## src/rtl/thermal_params.svh

```systemverilog
// Function
// - pointer bits 7..2 must be zero; a one there aborts the operation in progress.
// - pointer value is held across bus transactions until rewritten.
// - pointer clears to zero at power-up, selecting the reading register.
// - select 00 reading, 01 settings, 10 lower trip, 11 upper trip.
// - lower trip point resets to 75 degrees, 0x4B00.
// - upper trip point resets to 80 degrees, 0x5000.
// - settings: standby, alarm style, active level, fault count low/high, top bits zero.
// - settings bits 7..5 read-only, others read/write, whole register resets to zero.
// - alarm style zero is comparator, one is interrupt.
// - reading register takes each conversion finished outside a read as two's complement.
// - conversion always loads compare buffer; reading copied only when no read runs.
// - during a read the old reading stays; next unmasked conversion updates it.
// - alarm faults are evaluated on every conversion regardless of bus activity.
// - reading bit 15 is sign, bit 14 top magnitude, nine bits at 15..7.
// - reading bits below the nine-bit value read as zero.
// - reading register clears to zero at power-up.
// - trip points use the same two's complement layout as the reading.
// - only the nine top trip-point bits take part in comparison.
// - fault count 00/01/10/11 needs 1/2/4/6 consecutive faulty conversions.
// - comparator alarm sets after hot run, holds until reading below lower trip.
// - interrupt alarm released by any register read; re-arms after cold run.
// - standby lets conversion finish, halts; clears alarm in interrupt style.
`ifndef THERMAL_PARAMS_SVH
`define THERMAL_PARAMS_SVH

// ----------------------------------------------------------------------
// register select codes
// ----------------------------------------------------------------------
`define SEL_READING 2'h0
`define SEL_SETTINGS 2'h1
`define SEL_LOWER 2'h2
`define SEL_UPPER 2'h3

// ----------------------------------------------------------------------
// reset values
// ----------------------------------------------------------------------
`define SELECT_RESET 2'h0
`define SETTINGS_RESET 5'h00
`define READING_RESET 9'h000
`define LOWER_RESET 16'h4B00
`define UPPER_RESET 16'h5000

// ----------------------------------------------------------------------
// settings field positions
// ----------------------------------------------------------------------
`define STANDBY_BIT 0
`define STYLE_BIT 1
`define LEVEL_BIT 2
`define FAULT_LOW_BIT 3
`define FAULT_HIGH_BIT 4
`define SETTINGS_USED 5

// ----------------------------------------------------------------------
// reading layout and fault runs
// ----------------------------------------------------------------------
`define READING_TOP 15
`define READING_BOTTOM 7
`define RUN_1 3'h1
`define RUN_2 3'h2
`define RUN_4 3'h4
`define RUN_6 3'h6

`endif

```

## src/rtl/thermal_pkg.sv

```systemverilog
package thermal_pkg;

  // ----------------------------------------------------------------------
  // types
  // ----------------------------------------------------------------------
  typedef logic [1:0] select_t;
  typedef logic [8:0] reading_t;

  // interrupt-style alarm watches for a hot run, then for a cold run
  typedef enum logic [0:0] {
    HUNT_HOT = 1'b0,
    HUNT_COLD = 1'b1
  } hunt_e;

endpackage : thermal_pkg

```

## src/rtl/thermal_sensor_register_file.sv

```systemverilog
`timescale 1ns/1ps
`include "thermal_params.svh"

module thermal_sensor_register_file (
  input wire logic core_clk,
  input wire logic rst,
  input wire logic selectWrite,
  input wire logic [7:0] selectData,
  input wire logic regWrite,
  input wire logic [15:0] writeData,
  input wire logic readStart,
  input wire logic readActive,
  input wire logic convDone,
  input wire logic [8:0] convResult,
  output logic [15:0] readData,
  output logic [1:0] selectValue,
  output logic abortOp,
  output logic standbyHalt,
  output logic alarmActive,
  output logic alarmPinOut,
  output logic alarmPinOe
);

  // ----------------------------------------------------------------------
  // helpers
  // ----------------------------------------------------------------------

  // consecutive faulty conversions needed for a fault count code
  function automatic logic [2:0] run_needed(input logic [1:0] code);
    logic [2:0] need;
    need = `RUN_1;
    unique case (code)
      2'h0: need = `RUN_1;
      2'h1: need = `RUN_2;
      2'h2: need = `RUN_4;
      2'h3: need = `RUN_6;
    endcase
    return need;
  endfunction : run_needed

  // nine-bit signed field of a trip point, low bits ignored
  function automatic thermal_pkg::reading_t trip_field(input logic [15:0] trip);
    return trip[`READING_TOP:`READING_BOTTOM];
  endfunction : trip_field

  // true when the held pointer addresses the given register
  function automatic logic hits(input thermal_pkg::select_t sel, input logic [1:0] code);
    return sel == code;
  endfunction : hits

  // ----------------------------------------------------------------------
  // state
  // ----------------------------------------------------------------------
  thermal_pkg::select_t select;
  logic [4:0] settings;
  thermal_pkg::reading_t reading;
  thermal_pkg::reading_t compareBuf;
  logic [15:0] lowerTrip;
  logic [15:0] upperTrip;
  logic [2:0] faultRun;
  logic alarm;
  thermal_pkg::hunt_e hunt;
  logic pointerBad;
  logic writeSettings;
  logic standbyRise;
  logic styleIrq;
  logic [2:0] need;
  logic isHot;
  logic isCold;
  logic faulty;
  logic runDone;
  logic [2:0] next_faultRun;
  logic next_alarm;
  thermal_pkg::hunt_e next_hunt;
  logic [15:0] readingWord;
  logic [15:0] next_readData;
  logic evalStrobe;
  logic writeLower;
  logic writeUpper;
  logic releaseReq;

  // ----------------------------------------------------------------------
  // decode of bus strobes
  // ----------------------------------------------------------------------

  // pointer byte with any top bit set is an illegal select
  assign pointerBad = selectWrite && (selectData[7:2] != 6'h00);
  assign writeSettings = regWrite && hits(select, `SEL_SETTINGS);
  assign writeLower = regWrite && hits(select, `SEL_LOWER);
  assign writeUpper = regWrite && hits(select, `SEL_UPPER);
  assign releaseReq = styleIrq && (readStart || standbyRise);
  assign standbyRise = writeSettings && writeData[`STANDBY_BIT] &&
                       !settings[`STANDBY_BIT];
  assign styleIrq = settings[`STYLE_BIT];
  assign need = run_needed(settings[`FAULT_HIGH_BIT:`FAULT_LOW_BIT]);

  // ----------------------------------------------------------------------
  // register select pointer
  // ----------------------------------------------------------------------

  // pointer kept until a legal pointer byte arrives
  always_ff @(posedge core_clk or posedge rst) begin
    if (rst) begin
      select <= `SELECT_RESET;
    end else if (selectWrite && !pointerBad) begin
      select <= selectData[1:0];
    end
  end

  // abort pulse for an illegal pointer byte
  always_ff @(posedge core_clk or posedge rst) begin
    if (rst) begin
      abortOp <= 1'b0;
    end else begin
      abortOp <= pointerBad;
    end
  end

  // ----------------------------------------------------------------------
  // settings and trip points
  // ----------------------------------------------------------------------

  // only the five defined bits are stored, top bits stay zero
  always_ff @(posedge core_clk or posedge rst) begin
    if (rst) begin
      settings <= `SETTINGS_RESET;
    end else if (writeSettings) begin
      settings <= writeData[`SETTINGS_USED-1:0];
    end
  end

  // trip points hold every written bit for general storage
  always_ff @(posedge core_clk or posedge rst) begin
    if (rst) begin
      lowerTrip <= `LOWER_RESET;
    end else if (writeLower) begin
      lowerTrip <= writeData;
    end
  end

  // upper trip point, same storage as the lower one
  always_ff @(posedge core_clk or posedge rst) begin
    if (rst) begin
      upperTrip <= `UPPER_RESET;
    end else if (writeUpper) begin
      upperTrip <= writeData;
    end
  end

  // standby level tells the converter to stop after its current result
  always_ff @(posedge core_clk or posedge rst) begin
    if (rst) begin
      standbyHalt <= 1'b0;
    end else begin
      standbyHalt <= writeSettings ? writeData[`STANDBY_BIT] : settings[`STANDBY_BIT];
    end
  end

  // ----------------------------------------------------------------------
  // conversion results
  // ----------------------------------------------------------------------

  // compare buffer takes every result, even while standby is pending
  always_ff @(posedge core_clk or posedge rst) begin
    if (rst) begin
      compareBuf <= `READING_RESET;
    end else if (convDone) begin
      compareBuf <= convResult;
    end
  end

  // fault evaluation runs the cycle after the buffer takes a result
  always_ff @(posedge core_clk or posedge rst) begin
    if (rst) begin
      evalStrobe <= 1'b0;
    end else begin
      evalStrobe <= convDone;
    end
  end

  // visible reading frozen while a bus read runs
  always_ff @(posedge core_clk or posedge rst) begin
    if (rst) begin
      reading <= `READING_RESET;
    end else if (convDone && !readActive) begin
      reading <= convResult;
    end
  end

  // ----------------------------------------------------------------------
  // fault evaluation
  // ----------------------------------------------------------------------

  // signed compare of the buffered result against the trip fields
  assign isHot = $signed(compareBuf) > $signed(trip_field(upperTrip));
  assign isCold = $signed(compareBuf) < $signed(trip_field(lowerTrip));

  // fault condition depends on style and on what is being hunted
  always_comb begin
    faulty = isHot;
    if (styleIrq) begin
      unique case (hunt)
        thermal_pkg::HUNT_HOT: faulty = isHot;
        thermal_pkg::HUNT_COLD: faulty = isCold;
      endcase
    end
  end

  assign runDone = faulty && ((faultRun + 3'h1) >= need);

  // alarm sequencing; a read release wins over a conversion event in the same cycle
  always_comb begin
    next_faultRun = faultRun;
    next_alarm = alarm;
    next_hunt = hunt;
    if (releaseReq) begin
      if (alarm) begin
        next_alarm = 1'b0;
        next_hunt = (hunt == thermal_pkg::HUNT_HOT) ?
                    thermal_pkg::HUNT_COLD : thermal_pkg::HUNT_HOT;
        next_faultRun = 3'h0;
      end
    end
    if (evalStrobe) begin
      if (!styleIrq) begin
        next_hunt = thermal_pkg::HUNT_HOT;
        if (alarm) begin
          next_faultRun = 3'h0;
          if (isCold) begin
            next_alarm = 1'b0;
          end
        end else if (runDone) begin
          next_alarm = 1'b1;
          next_faultRun = 3'h0;
        end else begin
          next_faultRun = faulty ? faultRun + 3'h1 : 3'h0;
        end
      end else if (!next_alarm && !alarm) begin
        if (runDone) begin
          next_alarm = 1'b1;
          next_faultRun = 3'h0;
        end else begin
          next_faultRun = faulty ? faultRun + 3'h1 : 3'h0;
        end
      end
    end
  end

  // length of the current run of faulty conversions
  always_ff @(posedge core_clk or posedge rst) begin
    if (rst) begin
      faultRun <= 3'h0;
    end else begin
      faultRun <= next_faultRun;
    end
  end

  // logical alarm state
  always_ff @(posedge core_clk or posedge rst) begin
    if (rst) begin
      alarm <= 1'b0;
    end else begin
      alarm <= next_alarm;
    end
  end

  // which kind of run the interrupt style waits for
  always_ff @(posedge core_clk or posedge rst) begin
    if (rst) begin
      hunt <= thermal_pkg::HUNT_HOT;
    end else begin
      hunt <= next_hunt;
    end
  end

  // ----------------------------------------------------------------------
  // alarm pin
  // ----------------------------------------------------------------------

  // registered copy of the logical alarm
  always_ff @(posedge core_clk or posedge rst) begin
    if (rst) begin
      alarmActive <= 1'b0;
    end else begin
      alarmActive <= next_alarm;
    end
  end

  // open drain: the pin only ever drives low
  always_ff @(posedge core_clk or posedge rst) begin
    if (rst) begin
      alarmPinOut <= 1'b0;
    end else begin
      alarmPinOut <= 1'b0;
    end
  end

  // the pin is pulled low while its level is the driven one
  always_ff @(posedge core_clk or posedge rst) begin
    if (rst) begin
      alarmPinOe <= 1'b0;
    end else begin
      alarmPinOe <= settings[`LEVEL_BIT] ? !next_alarm : next_alarm;
    end
  end

  // ----------------------------------------------------------------------
  // read data
  // ----------------------------------------------------------------------

  // nine-bit reading at the top, zeros below
  assign readingWord = {reading, 7'h00};

  // selected register presented to the serial engine
  always_comb begin
    next_readData = readingWord;
    unique case (select)
      `SEL_READING: next_readData = readingWord;
      `SEL_SETTINGS: next_readData = {11'h000, settings};
      `SEL_LOWER: next_readData = lowerTrip;
      `SEL_UPPER: next_readData = upperTrip;
    endcase
  end

  // registered read word
  always_ff @(posedge core_clk or posedge rst) begin
    if (rst) begin
      readData <= 16'h0000;
    end else begin
      readData <= next_readData;
    end
  end

  // registered copy of the pointer
  always_ff @(posedge core_clk or posedge rst) begin
    if (rst) begin
      selectValue <= `SELECT_RESET;
    end else begin
      selectValue <= select;
    end
  end

endmodule : thermal_sensor_register_file

```

## config.mk

```make
export PLATFORM = sky130hd
export DESIGN_NAME = thermal_sensor_register_file
export DESIGN_NICKNAME = d
export VERILOG_FILES = /design/src/rtl/thermal_pkg.sv /design/src/rtl/thermal_sensor_register_file.sv
export VERILOG_INCLUDE_DIRS = /design/src /design/src/rtl
export SDC_FILE = /design/constraint.sdc
export NUM_CORES = 1
export LEC_CHECK = 0
export BUFFER_PORTS_ARGS = -buffer_cell sky130_fd_sc_hd__buf_2
export CORE_MARGIN = 4
export CORE_UTILIZATION = 37
export DETAILED_ROUTE_END_ITERATION = 12
export PLACE_DENSITY_LB_ADDON = 0.1
export SLEW_MARGIN = 20
export SYNTH_ARGS = -nofsm -noshare
export SYNTH_HDL_FRONTEND = slang
export SYNTH_SLANG_ARGS = --single-unit
```

## constraint.sdc

```tcl
create_clock -name core_clk -period 3.6 [get_ports core_clk]
set_input_delay 0.18 -clock core_clk [delete_from_list [all_inputs] [get_ports core_clk]]
set_output_delay 0.18 -clock core_clk [all_outputs]
set_load 0.1 [all_outputs]
```

After elaboration in Yosys (flattened, before gate mapping)
Index checks and enable logic that the tools add are counted.
{"block": "word_totals", "register_bits": 84, "inputBits": 40, "output_inout_bits": 23, "elab_cells": 73}
{"block": "classes", "add_sub_neg": 1, "magnitude_cmp": 3, "eq_ne": 6, "muxes": 26, "bitwise_logic": 1, "reduce_logical": 21}
{"operator": "$pmux 16 s4", "count": 1}
{"operator": "$mux 3", "count": 8}
{"operator": "$mux 1", "count": 15}
{"operator": "$pmux 3 s4", "count": 1}
{"operator": "$logic_and 1x1->1", "count": 11}
{"operator": "$gt 9x9->1", "count": 1}
{"operator": "$lt 9x9->1", "count": 1}
{"operator": "$eq 2x2->1 const B", "count": 4}
{"operator": "$logic_not 1->1", "count": 6}
{"operator": "$reduce_bool 6->1", "count": 1}
{"operator": "$eq 2x1->1 const B", "count": 2}
{"operator": "$logic_not 2->1", "count": 2}
{"operator": "$add 3x1->3 const B", "count": 1}
{"operator": "$ge 3x3->1", "count": 1}
{"operator": "$pmux 1 s2", "count": 1}
{"operator": "$logic_or 1x1->1", "count": 1}
{"operator": "$not 1->1", "count": 1}

Logic depth before layout (Yosys ltp)
{"block": "logic_depth", "depth_word": 14, "ltp_mapped": 8, "depth_no_buf": 8}

Worst setup path after synthesis
Ideal clock, no wire load.
{"block": "synth_timing", "path_type": "register -> register", "start": "register upperTrip[14]", "end": "register faultRun[0]", "setup_time_ps": 125, "arrival_ps": 1970, "required_ps": 3475, "slack_ps": 1506, "stages_incl_launch_ff": 8, "n_path_buf": 0, "period_less_slack_ps": 2094, "cell_sequence": "dfstp_2 -> inv_1 -> ha_1 -> nand4_1 -> o32a_1 -> o311ai_2 -> nor3_2 -> mux2_2"}
{"block": "synth_via", "elab_chain_len": 8, "elab_cells_between_ends": 10, "cone_classes": "order compare (1); mux (8); reduce/logical (1)"}
{"element": "from (decl)", "line": "thermal_sensor_register_file.sv:59", "text": "logic [15:0] upperTrip;"}
{"element": "from (signal assigned)", "line": "thermal_sensor_register_file.sv:144", "text": "upperTrip <= `UPPER_RESET;"}
{"element": "from (signal assigned)", "line": "thermal_sensor_register_file.sv:146", "text": "upperTrip <= writeData;"}
{"element": "$gt 9x9->1 (*)", "line": "thermal_sensor_register_file.sv:195", "text": "assign isHot = $signed(compareBuf) > $signed(trip_field(upperTrip));"}
{"element": "$pmux 1 s2", "line": "thermal_sensor_register_file.sv:202", "text": "unique case (hunt)"}
{"element": "$mux 1 (*)", "line": "thermal_sensor_register_file.sv:201", "text": "if (styleIrq) begin"}
{"element": "$mux 3 or $logic_and 1x1->1 (tied branches)", "line": "thermal_sensor_register_file.sv:236, thermal_sensor_register_file.sv:243, thermal_sensor_register_file.sv:209"}
{"element": "$mux 3 (*)", "line": "thermal_sensor_register_file.sv:232, thermal_sensor_register_file.sv:239"}
{"element": "$mux 3, on equally long branches", "line": "thermal_sensor_register_file.sv:227, thermal_sensor_register_file.sv:238"}
{"element": "$mux 3 (*)", "line": "thermal_sensor_register_file.sv:225", "text": "if (!styleIrq) begin"}
{"element": "$mux 3 (*)", "line": "thermal_sensor_register_file.sv:224", "text": "if (evalStrobe) begin"}
{"element": "via next_faultRun[0]", "line": "thermal_sensor_register_file.sv:72", "text": "logic [2:0] next_faultRun;"}
{"element": "to (signal assigned)", "line": "thermal_sensor_register_file.sv:254", "text": "faultRun <= next_faultRun;"}
{"element": "to (decl)", "line": "thermal_sensor_register_file.sv:60", "text": "logic [2:0] faultRun;"}
Mark *: on every way through the listed nets, which the timed path passes. The rest lies on a longest branch.
A chain may end at the register's enable or synchronous reset.

Worst setup path after layout
{"block": "layout_timing", "start": "register lowerTrip[9]", "end": "register alarmPinOe"}
{"block": "layout_via", "elab_chain_len": 10, "elab_cells_between_ends": 12, "cone_classes": "order compare (1); mux (9); reduce/logical (2)"}
{"element": "from (decl)", "line": "thermal_sensor_register_file.sv:58", "text": "logic [15:0] lowerTrip;"}
{"element": "from (signal assigned)", "line": "thermal_sensor_register_file.sv:135", "text": "lowerTrip <= `LOWER_RESET;"}
{"element": "from (signal assigned)", "line": "thermal_sensor_register_file.sv:137", "text": "lowerTrip <= writeData;"}
{"element": "$lt 9x9->1 (*)", "line": "thermal_sensor_register_file.sv:196", "text": "assign isCold = $signed(compareBuf) < $signed(trip_field(lowerTrip));"}
{"element": "$pmux 1 s2", "line": "thermal_sensor_register_file.sv:202"}
{"element": "$mux 1", "line": "thermal_sensor_register_file.sv:201"}
{"element": "$logic_and 1x1->1", "line": "thermal_sensor_register_file.sv:209", "text": "assign runDone = faulty && ((faultRun + 3'h1) >= need);"}
{"element": "$mux 1", "line": "thermal_sensor_register_file.sv:232, thermal_sensor_register_file.sv:239"}
{"element": "$mux 1, on equally long branches", "line": "thermal_sensor_register_file.sv:227, thermal_sensor_register_file.sv:238"}
{"element": "$mux 1 (*)", "line": "thermal_sensor_register_file.sv:225"}
{"element": "$mux 1 (*)", "line": "thermal_sensor_register_file.sv:224"}
{"element": "via next_alarm", "line": "thermal_sensor_register_file.sv:73", "text": "logic next_alarm;"}
{"element": "$logic_not 1->1", "line": "thermal_sensor_register_file.sv:303", "text": "alarmPinOe <= settings[`LEVEL_BIT] ? !next_alarm : next_alarm;"}
{"element": "$mux 1 (*)", "line": "thermal_sensor_register_file.sv:303"}
{"element": "to (signal assigned)", "line": "thermal_sensor_register_file.sv:303"}
{"element": "to (decl)", "line": "thermal_sensor_register_file.sv:21", "text": "output logic alarmPinOe"}
Marked as above.

==> flow_summary.yaml <==
status:
  status: "finished clean"
synth:
  synthXorXnorAreaFrac_pct: 0.446
  synth_cell_types: 42
  synthAdderAreaFrac_pct: 6.69
  syn-num-nets: 373
  synth_top_family_by_area: "multiplexers"
  synth_mux_area_share_pct: 18.6
  synth_warnings: 0
  synthesis.area_um2: 3930
  synth.avg_cell_area_um2: 12.6
  post_synth_and_or_nand_nor_area_fraction_pct: 6.89
  synth.yosys.seq_area_share_pct: 53.7
  synth_cells: 312
  ys_ff_latch: 84
  synth_compound_area_share_pct: 9.85
timing:
  final_max_slew_viol_count: 0
  timing.final.crit_share_pct: 62.3
  slew_headroom_pct: 24.7
  finClkSkew_ns: 0.0105
  fmax_mhz: 446
  finalHoldViolCount: 0
  fin_tns_setup_ns: 0
  min_period_ns: 2.24
  tightest_slew_ns: 1.13
  rsz0062_at_grt: "no"
  finalSetupViolCount: 0
detailed_routing:
  vias: 2591
  drc: 0
  wl_met1_um: 4000
  viasPerCell: 4.96
  wl_per_cell_um: 15.9
  wl_um: 8310
  met2_length_um: 3800
  dr.pass1.iters: 4
  route.met3.wl_um: 373
  drtIter0Drc: 42
  topRoutingLayerUsed: "met4"
  ant_nets: 0
cts:
  cts_tree: "built"
  clk_path_buf_depth: 2
  postCtsResizedCells: 0
  cts_made_buffers: 9
  htreeDepth: 3
  clock_latency_ns: 0.37
  clock-sinks: 84
  path_clk_slew_ns: 0.09
  clockRootBuffer: "clkbuf_8"
grt:
  antenna_found_initial: 0
  grt_pass1_vias: 2608
  grt_pass1_wl_um: 13900
  grt_max_degree: 57
  grt-ovfl-total: 0
  track_usage_pct: 14.3
setup_path:
  r2r-start: "lowerTrip[9]"
  cp-startpoint: "lowerTrip[9]"
  reg2reg_slack_ns: 1.36
  critical_path.startpoint_type: "register"
  cp.arrival_ns: 2.49
  crit_type: "register to register"
  critPathMaxFanout: 2
  reg2reg_depth: 7
  cpPeakStageDelay_ns: 0.53
  r2r-end: "alarmPinOe"
  critPathCaptureType: "register"
  cp.required_ns: 3.85
  cp_slowest_cell: "dfstp_2"
  path_cells: "inv_1, ha_1, a211oi_1, o221ai_1, a2111oi_0, o22ai_2, xor2_1"
pwr:
  max-vdd-ir-drop_mv: 0.219
  power_density_nw_per_um2: 742
  p_leak_nw: 2.20
cells_and_area:
  synthToLayoutAreaGrowth_pct: 17.8
  drive_gt1_share_pct: 41.5
  layout_common_cells: "78 x dfrtp_1, 63 x mux2_2, 61 x buf_2"
  diodes: 0
  nFillCells: 983
  utilization_pct: 44.8
  layout_commonest_cell: "dfrtp_1"
  nets: 442
job:
  cap_viol_max_count: 0
min_path:
  min_path_cells: 3
  hp-start: "selectWrite"
  hold_path_end: "abortOp"
  hold_class: "input pin to register"
die:
  initial_core_util_pct: 38.0
  core_um2: 10300
  ios: 63
  die_area_um2: 12300
  die_w_um: 111
  die_h_um: 111
  row_count: 37
placed_design:
  hpwl_um: 6050
  io_buffers: 61
  place.gp.congestion: 0.747
[cell usage after synthesis (all sizes together)]
library cell	count	share of area [%]
dfrtp	78	50
mux2	63	18
inv	27	2.6
ha	21	6.7
nand2	16	1.5
a22o	15	3.4
o21ai	15	1.9
nor2	8	0.77
nor2b	7	1.1
clkbuf	6	0.57
dfstp	6	4.0
a21oi	4	0.51
buf	4	0.54
nand2b	4	0.64
nand4	4	0.64
nor3b	4	0.77
a21o	3	0.57
nand3	3	0.51
a2111oi	2	0.61
a31oi	2	0.32
mux2i	2	0.51
nand3b	2	0.38
nor3	2	0.38
o211ai	2	0.38
a211oi	1	0.19
a21boi	1	0.19
a311oi	1	0.38
and2	1	0.16
conb	1	0.096
o21bai	1	0.19
o221ai	1	0.22
o22ai	1	0.32
o311ai	1	0.41
o32a	1	0.26
xnor2	1	0.22
xor2	1	0.22
[worst max-delay path, delay by kind of cell, from the launching register on]
kind                       cells  cell delay, ns
buffers and inverters          1            0.05
DFF                            1            0.53
AOI/OAI and AO/OA              4            1.10
adders and majority gates      1            0.28
xor gates and xnor gates       1            0.16
[cell type report]
type                       count  area, µm²  area share (%)
clock buffer                  10        138            2.98
clock inverter                 6       71.3            1.54
inverter                      27        104            2.25
multi-input combinational    191       1670            36.1
sequential                    84       2110            45.6
tap                          136        170            3.68
timing repair buffer          68        360            7.79
[power by group]
part	internal, mW	leakage [nW]	switching [mW]
Combinational	0.468	1.06	0.889
Sequential	1.21	1.04	0.154
Clock	0.345	0.0995	0.360
Total	2.03	2.20	1.40
[flip-flops by register name (all words and copies together) (netlist names)]
register	flops
abortOp	1
alarmActive	1
alarmPinOe	1
compareBuf	9
evalStrobe	1
faultRun	3
hunt	1
lowerTrip	16
readData	16
reading	9
select	2
selectValue	2
settings	5
standbyHalt	1
upperTrip	16
[through the flow]
stage	power (mW)	instances	worst slack, ns	hold WS [ns]	area [µm²]
final	3.43	522	1.36	0.0227	4620
after CTS	3.48	521	1.36	0.000758	4610
after global routing	3.67	522	1.07	0.0000170	4620
after global placement	2.74	505	1.40	0.403	4400
after floorplan	2.47	312	1.26	0.211	3930
after detailed placement	2.76	505	1.37	0.406	4400
[logic make-up after synthesis]
group / after synthesis
AO/OA/AOI/OAI: 51
multiplexers: 65
buffers and inverters: 37
adder cells (fa/ha/maj): 21
XOR/XNOR: 2
other: 1
AND/OR/NAND/NOR: 51
flip-flops: 84
[worst max-delay path by stage]
stage | cells after the start | endpoint | slack [ns]
floorplan | 1 | abortOp | 1.26
finish | 7 | alarmPinOe | 1.36
detailed placement | 7 | faultRun[0] | 1.37
CTS | 7 | faultRun[0] | 1.36
global route | 7 | alarmPinOe | 1.07
global placement | 7 | faultRun[0] | 1.40
[layer usage]
layer / vias to the layer above / global-route usage, %
met1: 1286 / 19.6
met2: 51 / 21.9
li1: 1242 / -
met5: - / 0
met4: 0 / 5.67
met3: 12 / 3.55
[what timing repair did]
item,CTS,global route
endpoints found under the hold margin,0,43
hold buffers,0,1
setup buffers,0,0
Note: power is estimated with default switching activity, not from simulation.
